==> src/shared/ndef_map_consts.svh <==
// Offsets, field positions, fixed values and codes of the file address mapper
`ifndef NDEF_MAP_CONSTS_SVH
`define NDEF_MAP_CONSTS_SVH
`define REG_FILESEL   4'h0
`define REG_OFFSET    4'h1
`define REG_LENGTH    4'h2
`define REG_CLASS     4'h3
`define REG_CMD       4'h4
`define REG_DATA      4'h5
`define REG_STATUS    4'h6
`define CMD_READ      2'h1
`define CMD_WRITE     2'h2
`define CMD_INIT      2'h3
`define ST_ERR_RANGE  8
`define ST_ERR_CLASS  9
`define ST_ERR_NOFILE 10
`define ST_BYTE_RDY   11
`define ST_BUSY       12
`define CC_BASE       9'h180
`define LENFIELD_BASE 9'h00c
`define BODY_BASE     9'h010
`define LENFIELD_SIZE 16'h0002
`define CC_FILE_LEN   16'h000f
`define NDEF_FILE_LEN 16'h0172
`define MAP_VERSION   8'h20
`define TLV_TYPE      8'h04
`define TLV_LEN       8'h06
`define NDEF_FILE_ID  16'h0103
`define EMPTY_MSGLEN  16'h0003
`define EMPTY_MSG     24'hd00000
`define CLASS_OK      8'h00
`define INIT_LAST     5'h13
`define INIT_CC_LAST  5'h0e
`endif

==> src/shared/ndef_map_pkg.sv <==
// Types shared by the file address mapper and its bench
package ndef_map_pkg;
   typedef enum logic [1:0] {FILE_NONE, FILE_CC, FILE_NDEF} file_e;
   typedef struct packed {
      logic [3:0]  addr;
      logic [15:0] wdata;
      logic        wr;
      logic        rd;
   } reg_req_s;
   typedef struct packed {
      logic [8:0] addr;
      logic [7:0] data;
      logic       wr;
      logic       rd;
   } mem_req_s;
endpackage : ndef_map_pkg

==> src/hw/ndef_file_address_mapper.sv <==
// Select-relative file access mapped onto non-volatile memory
//
// Implementation choices: the strobed register port and the address map.
`timescale 1ns/1ns
`include "ndef_map_consts.svh"
// Contract
// [RQ1] Container file offset zero onward maps linearly from Block 24 start.
// [RQ2] Setup party writes mapping version 0x20 at container offset 0x0002.
// [RQ3] Container offsets 3..4 hold maximum read response length, e.g. 0x003B.
// [RQ4] Container offsets 5..6 hold maximum write data length, e.g. 0x0034.
// [RQ5] TLV type 0x04 at offset 7, length 0x06 at offset 8.
// [RQ6] Setup party writes message file identifier 0x0103 at offsets 9..10.
// [RQ7] Offsets 0x000B..0x000C hold largest message file size, e.g. 0x0032.
// [RQ8] Read access byte at 0x000D, write access byte at 0x000E, both 0x00.
// [RQ9] Message file offsets 0..1 map to physical 0x000C..0x000D length field.
// [RQ10] Message file offset 2 onward maps to physical 0x0010, skipping 0x000E..F.
// [RQ11] One command may span length field and body, or touch either alone.
// [RQ12] Empty message file is length 0x0003 then bytes 0xD00000.
// [RQ13] No interrupt output and no interrupt source logic.
// [RQ14] Write command with class byte other than 0x00 answers an error.
// [RQ15] Reader gives write length 1..248, multiple of sixteen when encrypted.
// [RQ16] Access running past the selected file end errors, memory untouched.
module ndef_file_address_mapper #(
   parameter logic [15:0] MAX_RD_LEN = 16'h003b,
   parameter logic [15:0] MAX_WR_LEN = 16'h0034,
   parameter logic [15:0] MAX_NDEF   = 16'h0032,
   parameter logic [7:0]  RD_ACCESS  = 8'h00,
   parameter logic [7:0]  WR_ACCESS  = 8'h00
)(
   // Clock and reset
   input  wire logic                 mclk,
   input  wire logic                 nrst,
   // Register port
   input  wire ndef_map_pkg::reg_req_s regReq,
   output logic [15:0]               regRdata,
   // Memory port, read data one cycle after the strobe is seen
   output ndef_map_pkg::mem_req_s    memReq,
   input  wire logic [7:0]           memRdata
);

   typedef enum logic [2:0] {S_IDLE, S_WRITE, S_RD_REQ, S_RD_WAIT, S_RD_HOLD, S_INIT} state_e;

   state_e                state_q;
   ndef_map_pkg::file_e   fileSel_q;
   logic [15:0]           offset_q;
   logic [7:0]            length_q;
   logic [7:0]            class_q;
   logic [15:0]           curOff_q;
   logic [7:0]            remain_q;
   logic [7:0]            rdByte_q;
   logic [4:0]            initIdx_q;
   logic                  errRange_q;
   logic                  errClass_q;
   logic                  errNoFile_q;
   logic [15:0]           regRdata_q;
   ndef_map_pkg::mem_req_s memReq_q;

   logic                  cmdWr;
   logic                  dataWr;
   logic                  dataRd;
   logic [1:0]            cmdCode;
   logic [15:0]           fileLen;
   logic [16:0]           endOff;
   logic                  badRange;
   logic                  badClass;
   logic                  noFile;
   logic                  cmdGood;
   logic [159:0]          initImage;
   logic [7:0]            initByte;
   logic [8:0]            initAddr;
   logic [15:0]           nextOff;

   // Select-relative offset to physical byte address
   function automatic logic [8:0] mapAddr(input ndef_map_pkg::file_e f, input logic [15:0] off);
      logic [8:0] a;
      a = 9'h000;
      if (f == ndef_map_pkg::FILE_CC)
         a = `CC_BASE + off[8:0]; // RQ1
      else if (off < `LENFIELD_SIZE)
         a = `LENFIELD_BASE + off[8:0]; // RQ9
      else
         a = `BODY_BASE + off[8:0] - 9'(`LENFIELD_SIZE); // RQ10
      return a;
   endfunction : mapAddr

   assign cmdWr   = regReq.wr && regReq.addr == `REG_CMD;
   assign dataWr  = regReq.wr && regReq.addr == `REG_DATA;
   assign dataRd  = regReq.rd && regReq.addr == `REG_DATA;
   assign cmdCode = regReq.wdata[1:0];
   assign fileLen = (fileSel_q == ndef_map_pkg::FILE_CC) ? `CC_FILE_LEN : `NDEF_FILE_LEN;
   assign endOff  = {1'b0, offset_q} + {9'h000, length_q};
   // Zero length is refused as well; the reader is expected to stay in range
   assign badRange = length_q == 8'h00 || endOff > {1'b0, fileLen}; // RQ16 RQ15
   assign badClass = cmdCode == `CMD_WRITE && class_q != `CLASS_OK; // RQ14
   assign noFile   = fileSel_q == ndef_map_pkg::FILE_NONE;
   assign cmdGood  = !badRange && !badClass && !noFile;
   assign nextOff  = curOff_q + 16'h0001;

   // Factory image: container file, then an empty message file
   assign initImage = {`CC_FILE_LEN, `MAP_VERSION, // RQ2
                       MAX_RD_LEN, // RQ3
                       MAX_WR_LEN, // RQ4
                       `TLV_TYPE, `TLV_LEN, // RQ5
                       `NDEF_FILE_ID, // RQ6
                       MAX_NDEF, // RQ7
                       RD_ACCESS, WR_ACCESS, // RQ8
                       `EMPTY_MSGLEN, `EMPTY_MSG}; // RQ12
   assign initByte  = initImage[{5'(`INIT_LAST - initIdx_q), 3'b000} +: 8];
   assign initAddr  = (initIdx_q <= `INIT_CC_LAST)
                    ? mapAddr(ndef_map_pkg::FILE_CC, {11'h000, initIdx_q})
                    : mapAddr(ndef_map_pkg::FILE_NDEF,
                              {11'h000, 5'(initIdx_q - `INIT_CC_LAST - 5'h01)});

   // Setup registers; ignored while a transfer runs
   always_ff @(posedge mclk)
   begin
      if (!nrst)
      begin
         fileSel_q <= ndef_map_pkg::FILE_NONE;
         offset_q  <= 16'h0000;
         length_q  <= 8'h00;
         class_q   <= 8'h00;
      end
      else if (regReq.wr && state_q == S_IDLE)
      begin
         unique case (regReq.addr)
            `REG_FILESEL: fileSel_q <= ndef_map_pkg::file_e'(regReq.wdata[1:0]);
            `REG_OFFSET:  offset_q  <= regReq.wdata;
            `REG_LENGTH:  length_q  <= regReq.wdata[7:0];
            `REG_CLASS:   class_q   <= regReq.wdata[7:0];
            default:      ;
         endcase
      end
   end

   // Error flags are replaced by each read or write command, cleared otherwise only by reset
   always_ff @(posedge mclk)
   begin
      if (!nrst)
      begin
         errRange_q  <= 1'b0;
         errClass_q  <= 1'b0;
         errNoFile_q <= 1'b0;
      end
      else if (cmdWr && state_q == S_IDLE && cmdCode != `CMD_INIT && cmdCode != 2'h0)
      begin
         errNoFile_q <= noFile;
         errClass_q  <= badClass; // RQ14
         errRange_q  <= !noFile && badRange; // RQ16
      end
   end

   // Transfer engine; each byte is mapped on its own so a span may cross the seam
   always_ff @(posedge mclk)
   begin
      if (!nrst)
      begin
         state_q   <= S_IDLE;
         curOff_q  <= 16'h0000;
         remain_q  <= 8'h00;
         rdByte_q  <= 8'h00;
         initIdx_q <= 5'h00;
         memReq_q  <= '0;
      end
      else
      begin
         memReq_q.wr <= 1'b0;
         memReq_q.rd <= 1'b0;
         unique case (state_q)
            S_IDLE:
               if (cmdWr && cmdCode == `CMD_INIT)
               begin
                  initIdx_q <= 5'h00;
                  state_q   <= S_INIT;
               end
               else if (cmdWr && cmdGood && cmdCode == `CMD_WRITE)
               begin
                  curOff_q <= offset_q;
                  remain_q <= length_q;
                  state_q  <= S_WRITE;
               end
               else if (cmdWr && cmdGood && cmdCode == `CMD_READ)
               begin
                  curOff_q      <= offset_q;
                  remain_q      <= length_q;
                  memReq_q.rd   <= 1'b1;
                  memReq_q.addr <= mapAddr(fileSel_q, offset_q);
                  state_q       <= S_RD_REQ;
               end
            S_WRITE:
               if (dataWr)
               begin
                  memReq_q.wr   <= 1'b1;
                  memReq_q.addr <= mapAddr(fileSel_q, curOff_q); // RQ11
                  memReq_q.data <= regReq.wdata[7:0];
                  curOff_q      <= nextOff;
                  remain_q      <= remain_q - 8'h01;
                  if (remain_q == 8'h01)
                     state_q <= S_IDLE;
               end
            S_RD_REQ:
               state_q <= S_RD_WAIT;
            S_RD_WAIT:
            begin
               rdByte_q <= memRdata;
               state_q  <= S_RD_HOLD;
            end
            S_RD_HOLD:
               if (dataRd)
               begin
                  curOff_q <= nextOff;
                  remain_q <= remain_q - 8'h01;
                  if (remain_q == 8'h01)
                     state_q <= S_IDLE;
                  else
                  begin
                     memReq_q.rd   <= 1'b1;
                     memReq_q.addr <= mapAddr(fileSel_q, nextOff); // RQ11
                     state_q       <= S_RD_REQ;
                  end
               end
            S_INIT:
            begin
               memReq_q.wr   <= 1'b1;
               memReq_q.addr <= initAddr;
               memReq_q.data <= initByte; // RQ12
               initIdx_q     <= initIdx_q + 5'h01;
               if (initIdx_q == `INIT_LAST)
                  state_q <= S_IDLE;
            end
         endcase
      end
   end

   // Read data stands only in the cycle after the strobe
   always_ff @(posedge mclk)
   begin
      if (!nrst)
         regRdata_q <= 16'h0000;
      else if (!regReq.rd)
         regRdata_q <= 16'h0000;
      else
      begin
         unique case (regReq.addr)
            `REG_FILESEL: regRdata_q <= {14'h0000, fileSel_q};
            `REG_OFFSET:  regRdata_q <= offset_q;
            `REG_LENGTH:  regRdata_q <= {8'h00, length_q};
            `REG_CLASS:   regRdata_q <= {8'h00, class_q};
            `REG_DATA:    regRdata_q <= {8'h00, (state_q == S_RD_HOLD) ? rdByte_q : 8'h00};
            `REG_STATUS:  regRdata_q <= {3'h0, state_q != S_IDLE, state_q == S_RD_HOLD,
                                         errNoFile_q, errClass_q, errRange_q, remain_q};
            default:      regRdata_q <= 16'h0000;
         endcase
      end
   end

   // Nothing here raises an interrupt; only register and memory ports leave
   assign regRdata = regRdata_q; // RQ13
   assign memReq   = memReq_q;

   logic idleCmd;
   assign idleCmd = cmdWr && state_q == S_IDLE;
endmodule : ndef_file_address_mapper

==> config.mk <==
export PLATFORM = sky130hd
export DESIGN_NAME = ndef_file_address_mapper
export DESIGN_NICKNAME = d
export VERILOG_FILES = /design/src/shared/ndef_map_pkg.sv /design/src/hw/ndef_file_address_mapper.sv
export VERILOG_INCLUDE_DIRS = /design/src /design/src/shared
export SDC_FILE = /design/constraint.sdc
export NUM_CORES = 1
export LEC_CHECK = 0
export ABC_AREA = 1
export BUFFER_PORTS_ARGS = -buffer_cell sky130_fd_sc_hd__clkbuf_2
export CAP_MARGIN = 20
export CORE_MARGIN = 8
export CORE_UTILIZATION = 40
export CTS_BUF_LIST = sky130_fd_sc_hd__clkbuf_16
export CTS_CLUSTER_DIAMETER = 150
export DETAILED_ROUTE_END_ITERATION = 10
export GPL_ROUTABILITY_DRIVEN = 1
export SYNTH_ARGS = -nofsm -noshare
export SYNTH_HDL_FRONTEND = slang
export SYNTH_SLANG_ARGS = --single-unit
==> constraint.sdc <==
create_clock -name mclk -period 3.28 [get_ports mclk]
set_input_delay 0.164 -clock mclk [delete_from_list [all_inputs] [get_ports mclk]]
set_output_delay 0.164 -clock mclk [all_outputs]
set_load 0.01 [all_outputs]
==> metrics.cfg, run 1 <==
[run_status]
status = complete, no violations

[route]
drc = 0
ant_nets = 0
firstDrtPassIters = 5
wire_per_inst_um = 16.7
vias = 7758
first_iter_violations = 689
drt_wl_total_mm = 24.3
avgViaCountPerCell = 5.33

[critical_path]
path_cells = ha_4 > inv_2 > fa_2 > o21ai_4 > xor2_1 > ha_1 > nand2_2 > nor2_1 > nor2_1 > nand2_1 > nand2_1 > nand3_1 > nand2_1 > nand2_1 > nand2_1 > nand2_2 > nor2_4 > nand4_1 > nand3_2 > nand2_8 > buf_12 > a21oi_1 > nor2_1
worstPathMaxFanout = 7
r2r_end = curOff_q[11]
r2r_start = length_q[0]
crit_path_end_kind = flip-flop
r2r_setup_slack_ps = 70
path_buf_inv = 2
startpoint_type = flip-flop
crit_slowest_cell = fa_2
ff2ff_path_depth = 23
max_stage_delay_ps = 380
critPathMostFrequentCell = nand2_1
crit_family = simple AND/OR/NAND/NOR gates
worst-endpoint-required_ps = 3540
worst-setup-path-type = flip-flop to flip-flop
arrival_ps = 3470

[layout]
fin_cells = 1456
area_growth_pct = 15.9
nets = 1289
post_route_cells_drive_above_1_share_pct = 15.1
utilization_pct = 46.6
diodes = 0

[timing]
fin_setup_tns_ps = 0
slew-limit-headroom_pct = 49.8
rsz0062_at_grt = true
fin_skew_ps = 11.4
holdWs_ps = 49.1
period_minus_slack_ps = 3210
timing.final.crit_share_pct = 97.9
hold_viol = 0
tightest_slew_ps = 753
max_freq_mhz = 311
report.final.slew_viol_count = 0
setup_viol = 0

[placed_design]
io_buffers = 66
gp_congestion = 0.920
place_hpwl_mm = 18.3
placedCellCount = 1433

[synthesis]
yosysTopAreaCell = dfxtp_1
synth_nets = 1211
synth-async-reset-ratio_pct = 0
synth-edff-count = 0
syn_area_mm2 = 0.00742
synthTopCellsByCount = 259 x nand2_1, 155 x nor2_1, 133 x inv_1, 112 x dfxtp_1, 92 x o21ai_0
syn-instance-count = 1139
synth_seq_cells = 112
ys_types = 50
yosys.area.top_type_share_pct = 30.2
ys_seq_area_share_pct = 30.2
yosys-top-cells-area = dfxtp_1 30%, nand2_1 13%, nor2_1 7.8%
ys.warnings.count = 0
yosys_most_used_dff = dfxtp_1
synth_most_common_cell = nand2_1
syn-mean-instance-area_um2 = 6.51

[global_routing]
grt_max_degree = 78
track_usage_pct = 20.6
grt_pass1_wl_mm = 38.7
grt_pass1_vias = 7194
grt-ovfl-total = 0
antenna_found_initial = 0

[clock_tree]
clock-sinks = 112
cts_hold_repair.buffers = 0
h-tree-depth = 3
cts_tree = done
cts.clk_slew.worst_paths_ps = 80
cts_buffers = 9
cts_root_buf = clkbuf_16
cts_buffer_depth = 2
clk_latency_ps = 370

[hold_path]
hold_end = rdByte_q[5]
hold_class = input port to flip-flop
hold_start = memRdata[5]
min_path_cells = 3

[power_and_ir_drop]
p_total_uw = 5680
irDropWorstVdd_mv = 0.341
p_leak_uw = 0.00388
p_per_area_mw_per_mm2 = 660

[floorplan]
dieArea_mm2 = 0.0232
start_util_pct = 40.2
core_area_mm2 = 0.0185
rows = 50
dieHeight_um = 152
dieWidth_um = 152
io_pins = 67

[job]
max_cap_viol_count = 0

## flip-flops by register name (all words and copies together) (netlist names)
signal / cells
memReq: 19
errClass_q: 1
state_q: 3
regRdata: 16
class_q: 8
rdByte_q: 8
length_q: 8
remain_q: 8
initIdx_q: 5
errRange_q: 1
curOff_q: 16
errNoFile_q: 1
fileSel_q: 2
offset_q: 16
## metrics by stage
step / setup WS [ps] / cell area [µm²]
6_report: 68.6 / 8600
5_1_grt: -157 / 8600
4_1_cts: 3.81 / 8440
3_5_place_dp: 26.1 / 8070
3_3_place_gp: 115 / 8070
2_1_floorplan: 352 / 7420
## worst min-delay path, delay by kind of cell
kind / cells / cell delay (ps)
buffers and inverters: 1 / 70
AND/OR/NAND/NOR: 1 / 80
AO/OA/AOI/OAI: 1 / 70
## worst max path at each step
stage | startpoint | endpoint | slack, ps | depth (start not counted)
3_3_place_gp | offset_q[0] | curOff_q[11] | 120 | 24
6_report | length_q[0] | curOff_q[11] | 70 | 23
3_5_place_dp | offset_q[0] | curOff_q[11] | 30 | 24
2_1_floorplan | offset_q[0] | curOff_q[0] | 350 | 23
4_1_cts | length_q[0] | curOff_q[4] | 4 | 23
5_1_grt | length_q[0] | curOff_q[11] | -160 | 24
## metal layers
layer	routed length, µm	GRT usage [%]	vias to the layer above
met5	0	0	-
met4	531	6.19	0
met3	1550	4.11	37
met2	10800	31.9	234
met1	11500	28.3	3572
li1	-	-	3915
## timing repair
action | 4_1_cts | 5_1_grt
pin swaps | 4 | 20
cloned | 1 | 1
setup buffers | 2 | 3
endpoints found under the setup margin | 6 | 36
gates resized for setup | 3 | 35
## logic make-up (layout without fill, tap and decap cells)
kind of cell	after synthesis	after routing	synth area share, %
AOI/OAI and AO/OA	249	249	18.8
xor gates and xnor gates	27	27	3.29
DFF	112	112	30.2
adders and majority gates	40	40	6.85
buffers and inverters	171	254	9.70
and+or+nand+nor	539	539	31.0
muxes	1	1	0.135
## layout by cell type (no fill, tap or decap), types with 5 or more instances in the layout
| master | count |
|---|---|
| nor2_1 | 152 |
| o2111ai_1 | 5 |
| o21ai_0 | 92 |
| clkbuf_16 | 10 |
| dfxtp_1 | 110 |
| nand2_1 | 246 |
| nor3_1 | 19 |
| a21oi_1 | 87 |
| o22ai_1 | 7 |
| nand2_2 | 18 |
| xor2_1 | 18 |
| inv_2 | 6 |
| o211ai_1 | 8 |
| a221oi_1 | 8 |
| nor2_2 | 13 |
| nand4_1 | 17 |
| nand2_4 | 7 |
| o21ai_1 | 12 |
| a31oi_1 | 9 |
| ha_1 | 38 |
| nand3_1 | 47 |
| clkbuf_2 | 66 |
| inv_1 | 130 |
| buf_4 | 28 |
| xnor2_1 | 8 |
## power by group
part	switching, µW	internal (µW)	leakage (µW)
Sequential	195	1530	0.000909
Combinational	1770	1000	0.00281
Clock	623	555	0.000154
Total	2590	3090	0.00388
## cell type report
cell class	instances	area, µm²
clock inverters	7	91.3
inverters	140	533
multi-input cells	856	4580
flip-flops and latches	112	2240
repair buffers	98	633
fillers	1897	9860
well taps	234	293
clock buffers	9	225
Note: power is estimated with default switching activity, not from simulation.
==> run 2: changes to the inputs <==
Settings changed: CORE_UTILIZATION 40 to 61, PLACE_DENSITY set to 0.81.
==> metrics.cfg, run 2 (same netlist as run 1, synthesis figures left out) <==
[hold_path]
hold_start = memRdata[4]
min_path_cells = 3
hold_end = rdByte_q[4]
hold_class = input port to flip-flop

[power_and_ir_drop]
p_per_area_mw_per_mm2 = 665
p_seq_share_pct = 30.7
p_clk_share_pct = 20.3
power_switching_uw = 2560
irDropWorstVdd_mv = 0.441
p_int_uw = 3070
p_leak_uw = 0.00386
combPwrFrac_pct = 49.0
p_sw_share_pct = 45.5

[route]
ant_nets = 0
wire_per_inst_um = 17.0
first_iter_violations = 890
drc = 0
vias = 8075
firstDrtPassIters = 6
drt_wl_total_mm = 23.2
avgViaCountPerCell = 5.91

[placed_design]
dp_slack_ps = -8.29
io_buffers = 66
dpl_cell_area_mm2 = 0.00791
gp_congestion = 0.963
place_hpwl_mm = 16.6

[clock_tree]
cts_tree = done
cts_buffer_depth = 2
clock-sinks = 112
cts_hold_repair.buffers = 0
clk_latency_ps = 370
cts_buffers = 9
h-tree-depth = 3
cts_root_buf = clkbuf_16
cts.clk_slew.worst_paths_ps = 80

[critical_path]
arrival_ps = 3590
worst-setup-path-type = flip-flop to flip-flop
path_cells = ha_4 > inv_2 > fa_2 > o21ai_4 > xor2_1 > ha_1 > nand2_2 > nor2_2 > nor2_1 > nand2_1 > nand2_1 > nand3_1 > nand2_1 > nand2_1 > nand2_1 > nand2_2 > nor2_4 > nand4_1 > nand3_2 > nand2_4 > clkbuf_16 > a21oi_2 > nor2_1
max_stage_delay_ps = 390
path_buf_inv = 2
crit_family = simple AND/OR/NAND/NOR gates
crit_slowest_cell = fa_2
crit_path_end_kind = flip-flop
r2r_setup_slack_ps = -50
startpoint_type = flip-flop
ff2ff_path_depth = 23
critPathMostFrequentCell = nand2_1
r2r_end = curOff_q[12]
worstPathMaxFanout = 10
worst-endpoint-required_ps = 3540
r2r_start = length_q[0]

[layout]
largest_reg_flops = 19
fin_area_mm2 = 0.00846
final_cell_mix = 249 x nand2_1, 151 x nor2_1, 131 x inv_1, 110 x dfxtp_1, 89 x o21ai_0
nets = 1286
diodes = 0
post_route_cells_drive_above_1_share_pct = 14.8
area_growth_pct = 14.0
final_common_cell = nand2_1

[global_routing]
grt_pass1_wl_mm = 35.1
grt_pass1_vias = 7150
antenna_found_initial = 0
grt-ovfl-total = 0
track_usage_pct = 27.0
grt_max_degree = 47

[floorplan]
rows = 40
start_util_pct = 62.0
dieHeight_um = 126
dieWidth_um = 126
core_area_mm2 = 0.0120
io_pins = 67
dieArea_mm2 = 0.0159

[timing]
hold_viol = 0
setup_viol = 15
holdWs_ps = 47.0
fin_skew_ps = 14.4
slew-limit-headroom_pct = 54.0
report.final.slew_viol_count = 0
tightest_slew_ps = 689
setup_ws_ps = -51.9
max_freq_mhz = 300
rsz0062_at_grt = true
timing.final.crit_share_pct = 102
period_minus_slack_ps = 3330

[run_status]
violations = negative setup slack
status = finished, violations left

[job]
max_cap_viol_count = 0

[run 2: changes by cell type in the layout (fill, tap and decap cells not counted), sizes merged]
cell | previous run | this run
buf | 31 | 26
clkbuf | 76 | 78
[run 2: worst reg2reg max path, delay by kind of cell, from the launching register on]
family	cells	cell delay, ps
adder cells (fa/ha/maj)	3	800
buffers and inverters	2	270
flip-flops	1	360
AND/OR/NAND/NOR	15	1320
AO/OA/AOI/OAI	2	320
XOR/XNOR	1	170
[run 2: power groups by stage]
| stage | Combinational, µW | Sequential [µW] | Clock, µW |
|---|---|---|---|
| final | 2760 | 1730 | 1140 |
| after CTS | 2360 | 1720 | 1150 |
| after global placement | 2280 | 1750 | 0 |
| after detailed placement | 2330 | 1740 | 0 |
| after global routing | 3030 | 1750 | 1190 |
| after floorplan | 1830 | 1700 | 0 |
[run 2: repair_timing]
| action | 4_1_cts | 5_1_grt |
|---|---|---|
| endpoints found under the setup margin | 14 | 36 |
| hold endpoints to repair | 0 | 0 |
| gates cloned | 0 | 5 |
| setup buffers | 0 | 4 |
| gates resized for setup | 1 | 36 |
| pin swaps | 1 | 20 |
[run 2: how the worst max path moves through the flow]
stage,start,end,slack (ps),cells past startpoint
6_report,length_q[0],curOff_q[12],-50,23
4_1_cts,length_q[0],curOff_q[12],2,23
3_3_place_gp,offset_q[0],state_q[0],200,24
2_1_floorplan,offset_q[0],curOff_q[0],350,23
5_1_grt,length_q[0],curOff_q[11],-230,24
3_5_place_dp,length_q[0],curOff_q[12],-8,23
[run 2: cell type report]
cell class              instances  area [µm²]
multi-input cells             856        4570
clock buffers                   9         225
flip-flops and latches        112        2240
clock inverters                 7        83.8
fillers                      1037        3500
inverters                     140         533
repair buffers                 95         621
well taps                     147         184
[run 2: stage by stage]
step | util (%) | cells | total power (µW) | TNS, ps
floorplan | - | 1139 | 3540 | 0
global placement | 66.1 | 1341 | 4030 | 0
detailed placement | 66.1 | 1341 | 4070 | -8.29
CTS | 68.7 | 1357 | 5220 | 0
global route | 70.7 | 1366 | 5970 | -5900
finish | 70.7 | 1366 | 5630 | -378
[run 2: per-layer routing]
| layer | part of all wire [%] | track usage [%] | vias up |
|---|---|---|---|
| met1 | 42 | 35.4 | 3648 |
| met4 | 3.5 | 8.56 | 0 |
| met5 | 0 | 0 | - |
| met2 | 44 | 41.5 | 454 |
| met3 | 11 | 8.23 | 65 |
| li1 | - | - | 3908 |
==> run 3: changes to the inputs <==
Settings changed: ABC_AREA 1 to not set.
==> metrics.cfg, run 3 <==
[critical_path]
worstPathMaxFanout = 5
worst-endpoint-required_ps = 3570
arrival_ps = 4460
path_cells = ha_4 > inv_2 > fa_2 > nand2b_4 > a21oi_2 > nand3b_1 > xor2_1 > ha_1 > a2111oi_4 > o221ai_1 > o21ai_1 > o21bai_1 > or4b_4 > nor4_4 > buf_4 > a31oi_4 > or3_1 > a21oi_1
endpoint = curOff_q[15]
r2r_end = curOff_q[15]
worstSetupStartpoint = offset_q[0]
max_stage_delay_ps = 510
r2r_start = offset_q[0]
crit_family = simple AND/OR/NAND/NOR gates
r2r_setup_slack_ps = -890
crit_slowest_cell = or4b_4
ff2ff_path_depth = 18
path_depth = 18
worst-setup-path-type = flip-flop to flip-flop
crit_path_end_kind = flip-flop
path_buf_inv = 2
startpoint_type = flip-flop

[synthesis]
syn-mean-instance-area_um2 = 7.64
synth_nets = 1057
ys_seq_area_share_pct = 29.8
synth_mux_area_share_pct = 3.66
yosysTopAreaCell = dfxtp_1
synth-simple-area-share_pct = 24.9
synth_seq_cells = 112
synthTopCellsByCount = 134 x nand2_1, 112 x dfxtp_1, 100 x nor2_1, 78 x a21oi_1, 61 x clkbuf_1
synth_xor_xnor_area_share_pct = 4.89
syn_area_mm2 = 0.00753
synth_fa_ha_area_share_pct = 6.75
yosys_most_used_dff = dfxtp_1
yosys.area.top_type_share_pct = 29.8
synth_top_family_by_area = simple AND/OR/NAND/NOR gates
ys.warnings.count = 0
synth-edff-count = 0
synth-async-reset-ratio_pct = 0
ys_types = 75
synth_most_common_cell = nand2_1
yosys-top-cells-area = dfxtp_1 30%, nand2_1 6.7%, ha_1 6.5%
synth_compound_area_share_pct = 24.2
syn-instance-count = 985

[floorplan]
rows = 40
core_area_mm2 = 0.0120
start_util_pct = 62.7
dieArea_mm2 = 0.0162
io_pins = 67
dieHeight_um = 127
dieWidth_um = 127

[timing]
tightest_slew_ps = 1100
fin_skew_ps = 10.0
max_freq_mhz = 240
report.final.slew_viol_count = 0
timing.final.crit_share_pct = 127
setup_viol = 37
rsz0062_at_grt = true
slew-limit-headroom_pct = 26.4
hold_viol = 0
period_minus_slack_ps = 4170
setup_ws_ps = -887

[global_routing]
grt_pass1_vias = 7460
track_usage_pct = 28.7
grt_max_degree = 45
antenna_found_initial = 0
grt_pass1_wl_mm = 37.9
grt-ovfl-total = 0

[layout]
post_route_cells_drive_above_1_share_pct = 21.4
final_common_cell = nand2_1
final_cell_mix = 134 x nand2_1, 110 x dfxtp_1, 97 x nor2_1, 86 x buf_4, 72 x a21oi_1
diodes = 0
utilization_pct = 75.1
fillers = 925
largest_reg_flops = 19
fin_area_mm2 = 0.00902
nets = 1155
area_growth_pct = 19.8

[clock_tree]
cts_root_buf = clkbuf_16
h-tree-depth = 3
cts_buffers = 9
clk_latency_ps = 360
clock-sinks = 112
cts.clk_slew.worst_paths_ps = 70
cts_buffer_depth = 2
cts_tree = done
cts_hold_repair.buffers = 0

[route]
ant_nets = 0
vias = 8109
drt_wl_total_mm = 24.1
wire_per_inst_um = 19.6
avgViaCountPerCell = 6.57
firstDrtPassIters = 7
first_iter_violations = 956
drc = 0

[placed_design]
dpl_cell_area_mm2 = 0.00846
place_hpwl_mm = 17.0
gp_congestion = 0.951
io_buffers = 66

[power_and_ir_drop]
p_leak_uw = 0.00362
irDropWorstVdd_mv = 0.268
p_per_area_mw_per_mm2 = 302

[run_status]
violations = negative setup slack
status = finished, violations left

[job]
max_cap_viol_count = 0

[hold_path]
hold_class = input port to flip-flop

[run 3: cell count changes after synthesis, sizes merged, moves of 13 or more]
cell    delta
clkbuf    +40
a31oi     +13
nand2    -138
inv      -107
a21boi    +14
a22oi     +17
o21ai     -71
nand3     -17
nor2      -67
xnor2     +20
mux2i     +22
[run 3: through the flow]
stage / std cells / setup slack [ps] / setup TNS (ps) / power, µW / hold WS [ps]
global route: 1234 / -1050 / -35490 / 2800 / 29.1
global placement: 1204 / -584 / -18860 / 1610 / 398
floorplan: 985 / -432 / -12950 / 1530 / 300
CTS: 1223 / -706 / -23530 / 2710 / 28.9
finish: 1234 / -887 / -29580 / 2720 / 28.4
detailed placement: 1204 / -757 / -24400 / 1610 / 404
[run 3: layout make-up]
cell class | instances | area [µm²] | area share [%]
clock buffers | 9 | 225 | 2.50
multi-input cells | 770 | 5080 | 56.3
well taps | 147 | 184 | 2.04
clock inverters | 6 | 70.1 | 0.777
repair buffers | 160 | 1100 | 12.2
flip-flops and latches | 112 | 2250 | 24.9
inverters | 30 | 113 | 1.25
[run 3: how the worst min path moves through the flow]
stage | from | cells past startpoint | to
detailed placement | regReq[11] | 3 | offset_q[9]
CTS | regReq[11] | 3 | offset_q[9]
global placement | regReq[17] | 3 | offset_q[15]
floorplan | regReq[17] | 2 | offset_q[15]
finish | regReq[17] | 3 | offset_q[15]
global route | regReq[11] | 3 | offset_q[9]
[run 3: layer usage]
layer	up-vias	GRT usage [%]	share of wire, %
met3	60	6.11	11
met4	0	9.94	2.4
li1	3755	-	-
met1	3845	37.1	40
met5	-	0	0
met2	449	46.5	46
[run 3: kinds of logic (layout without fill, tap and decap cells)]
group,Yosys count,after routing
adders and majority gates,40,40
and+or+nand+nor,391,392
DFF,112,112
AOI/OAI and AO/OA,268,269
muxes,27,27
xor gates and xnor gates,42,42
buffers and inverters,105,205
[run 3: what timing repair did]
item	4_1_cts	5_1_grt
gates cloned	1	2
setup endpoints to repair	37	37
gates resized for setup	15	11
pin swaps	6	20
buffers inserted	3	9
[run 3: report_power, final]
part           internal [µW]  switching [µW]
Sequential              1360            8.39
Combinational           83.9             141
Clock                    596             530
Total                   2040             679
[run 3: worst reg2reg max path: stages (launching register included)]
cell and delay (ps):
dfxtp_4 360, ha_4 130, inv_2 30, fa_2 330
nand2b_4 160, a21oi_2 170, nand3b_1 190, xor2_1 170
ha_1 290, a2111oi_4 290, o221ai_1 160, o21ai_1 110
o21bai_1 110, or4b_4 510, nor4_4 330, buf_4 200
a31oi_4 50, or3_1 390, a21oi_1 130
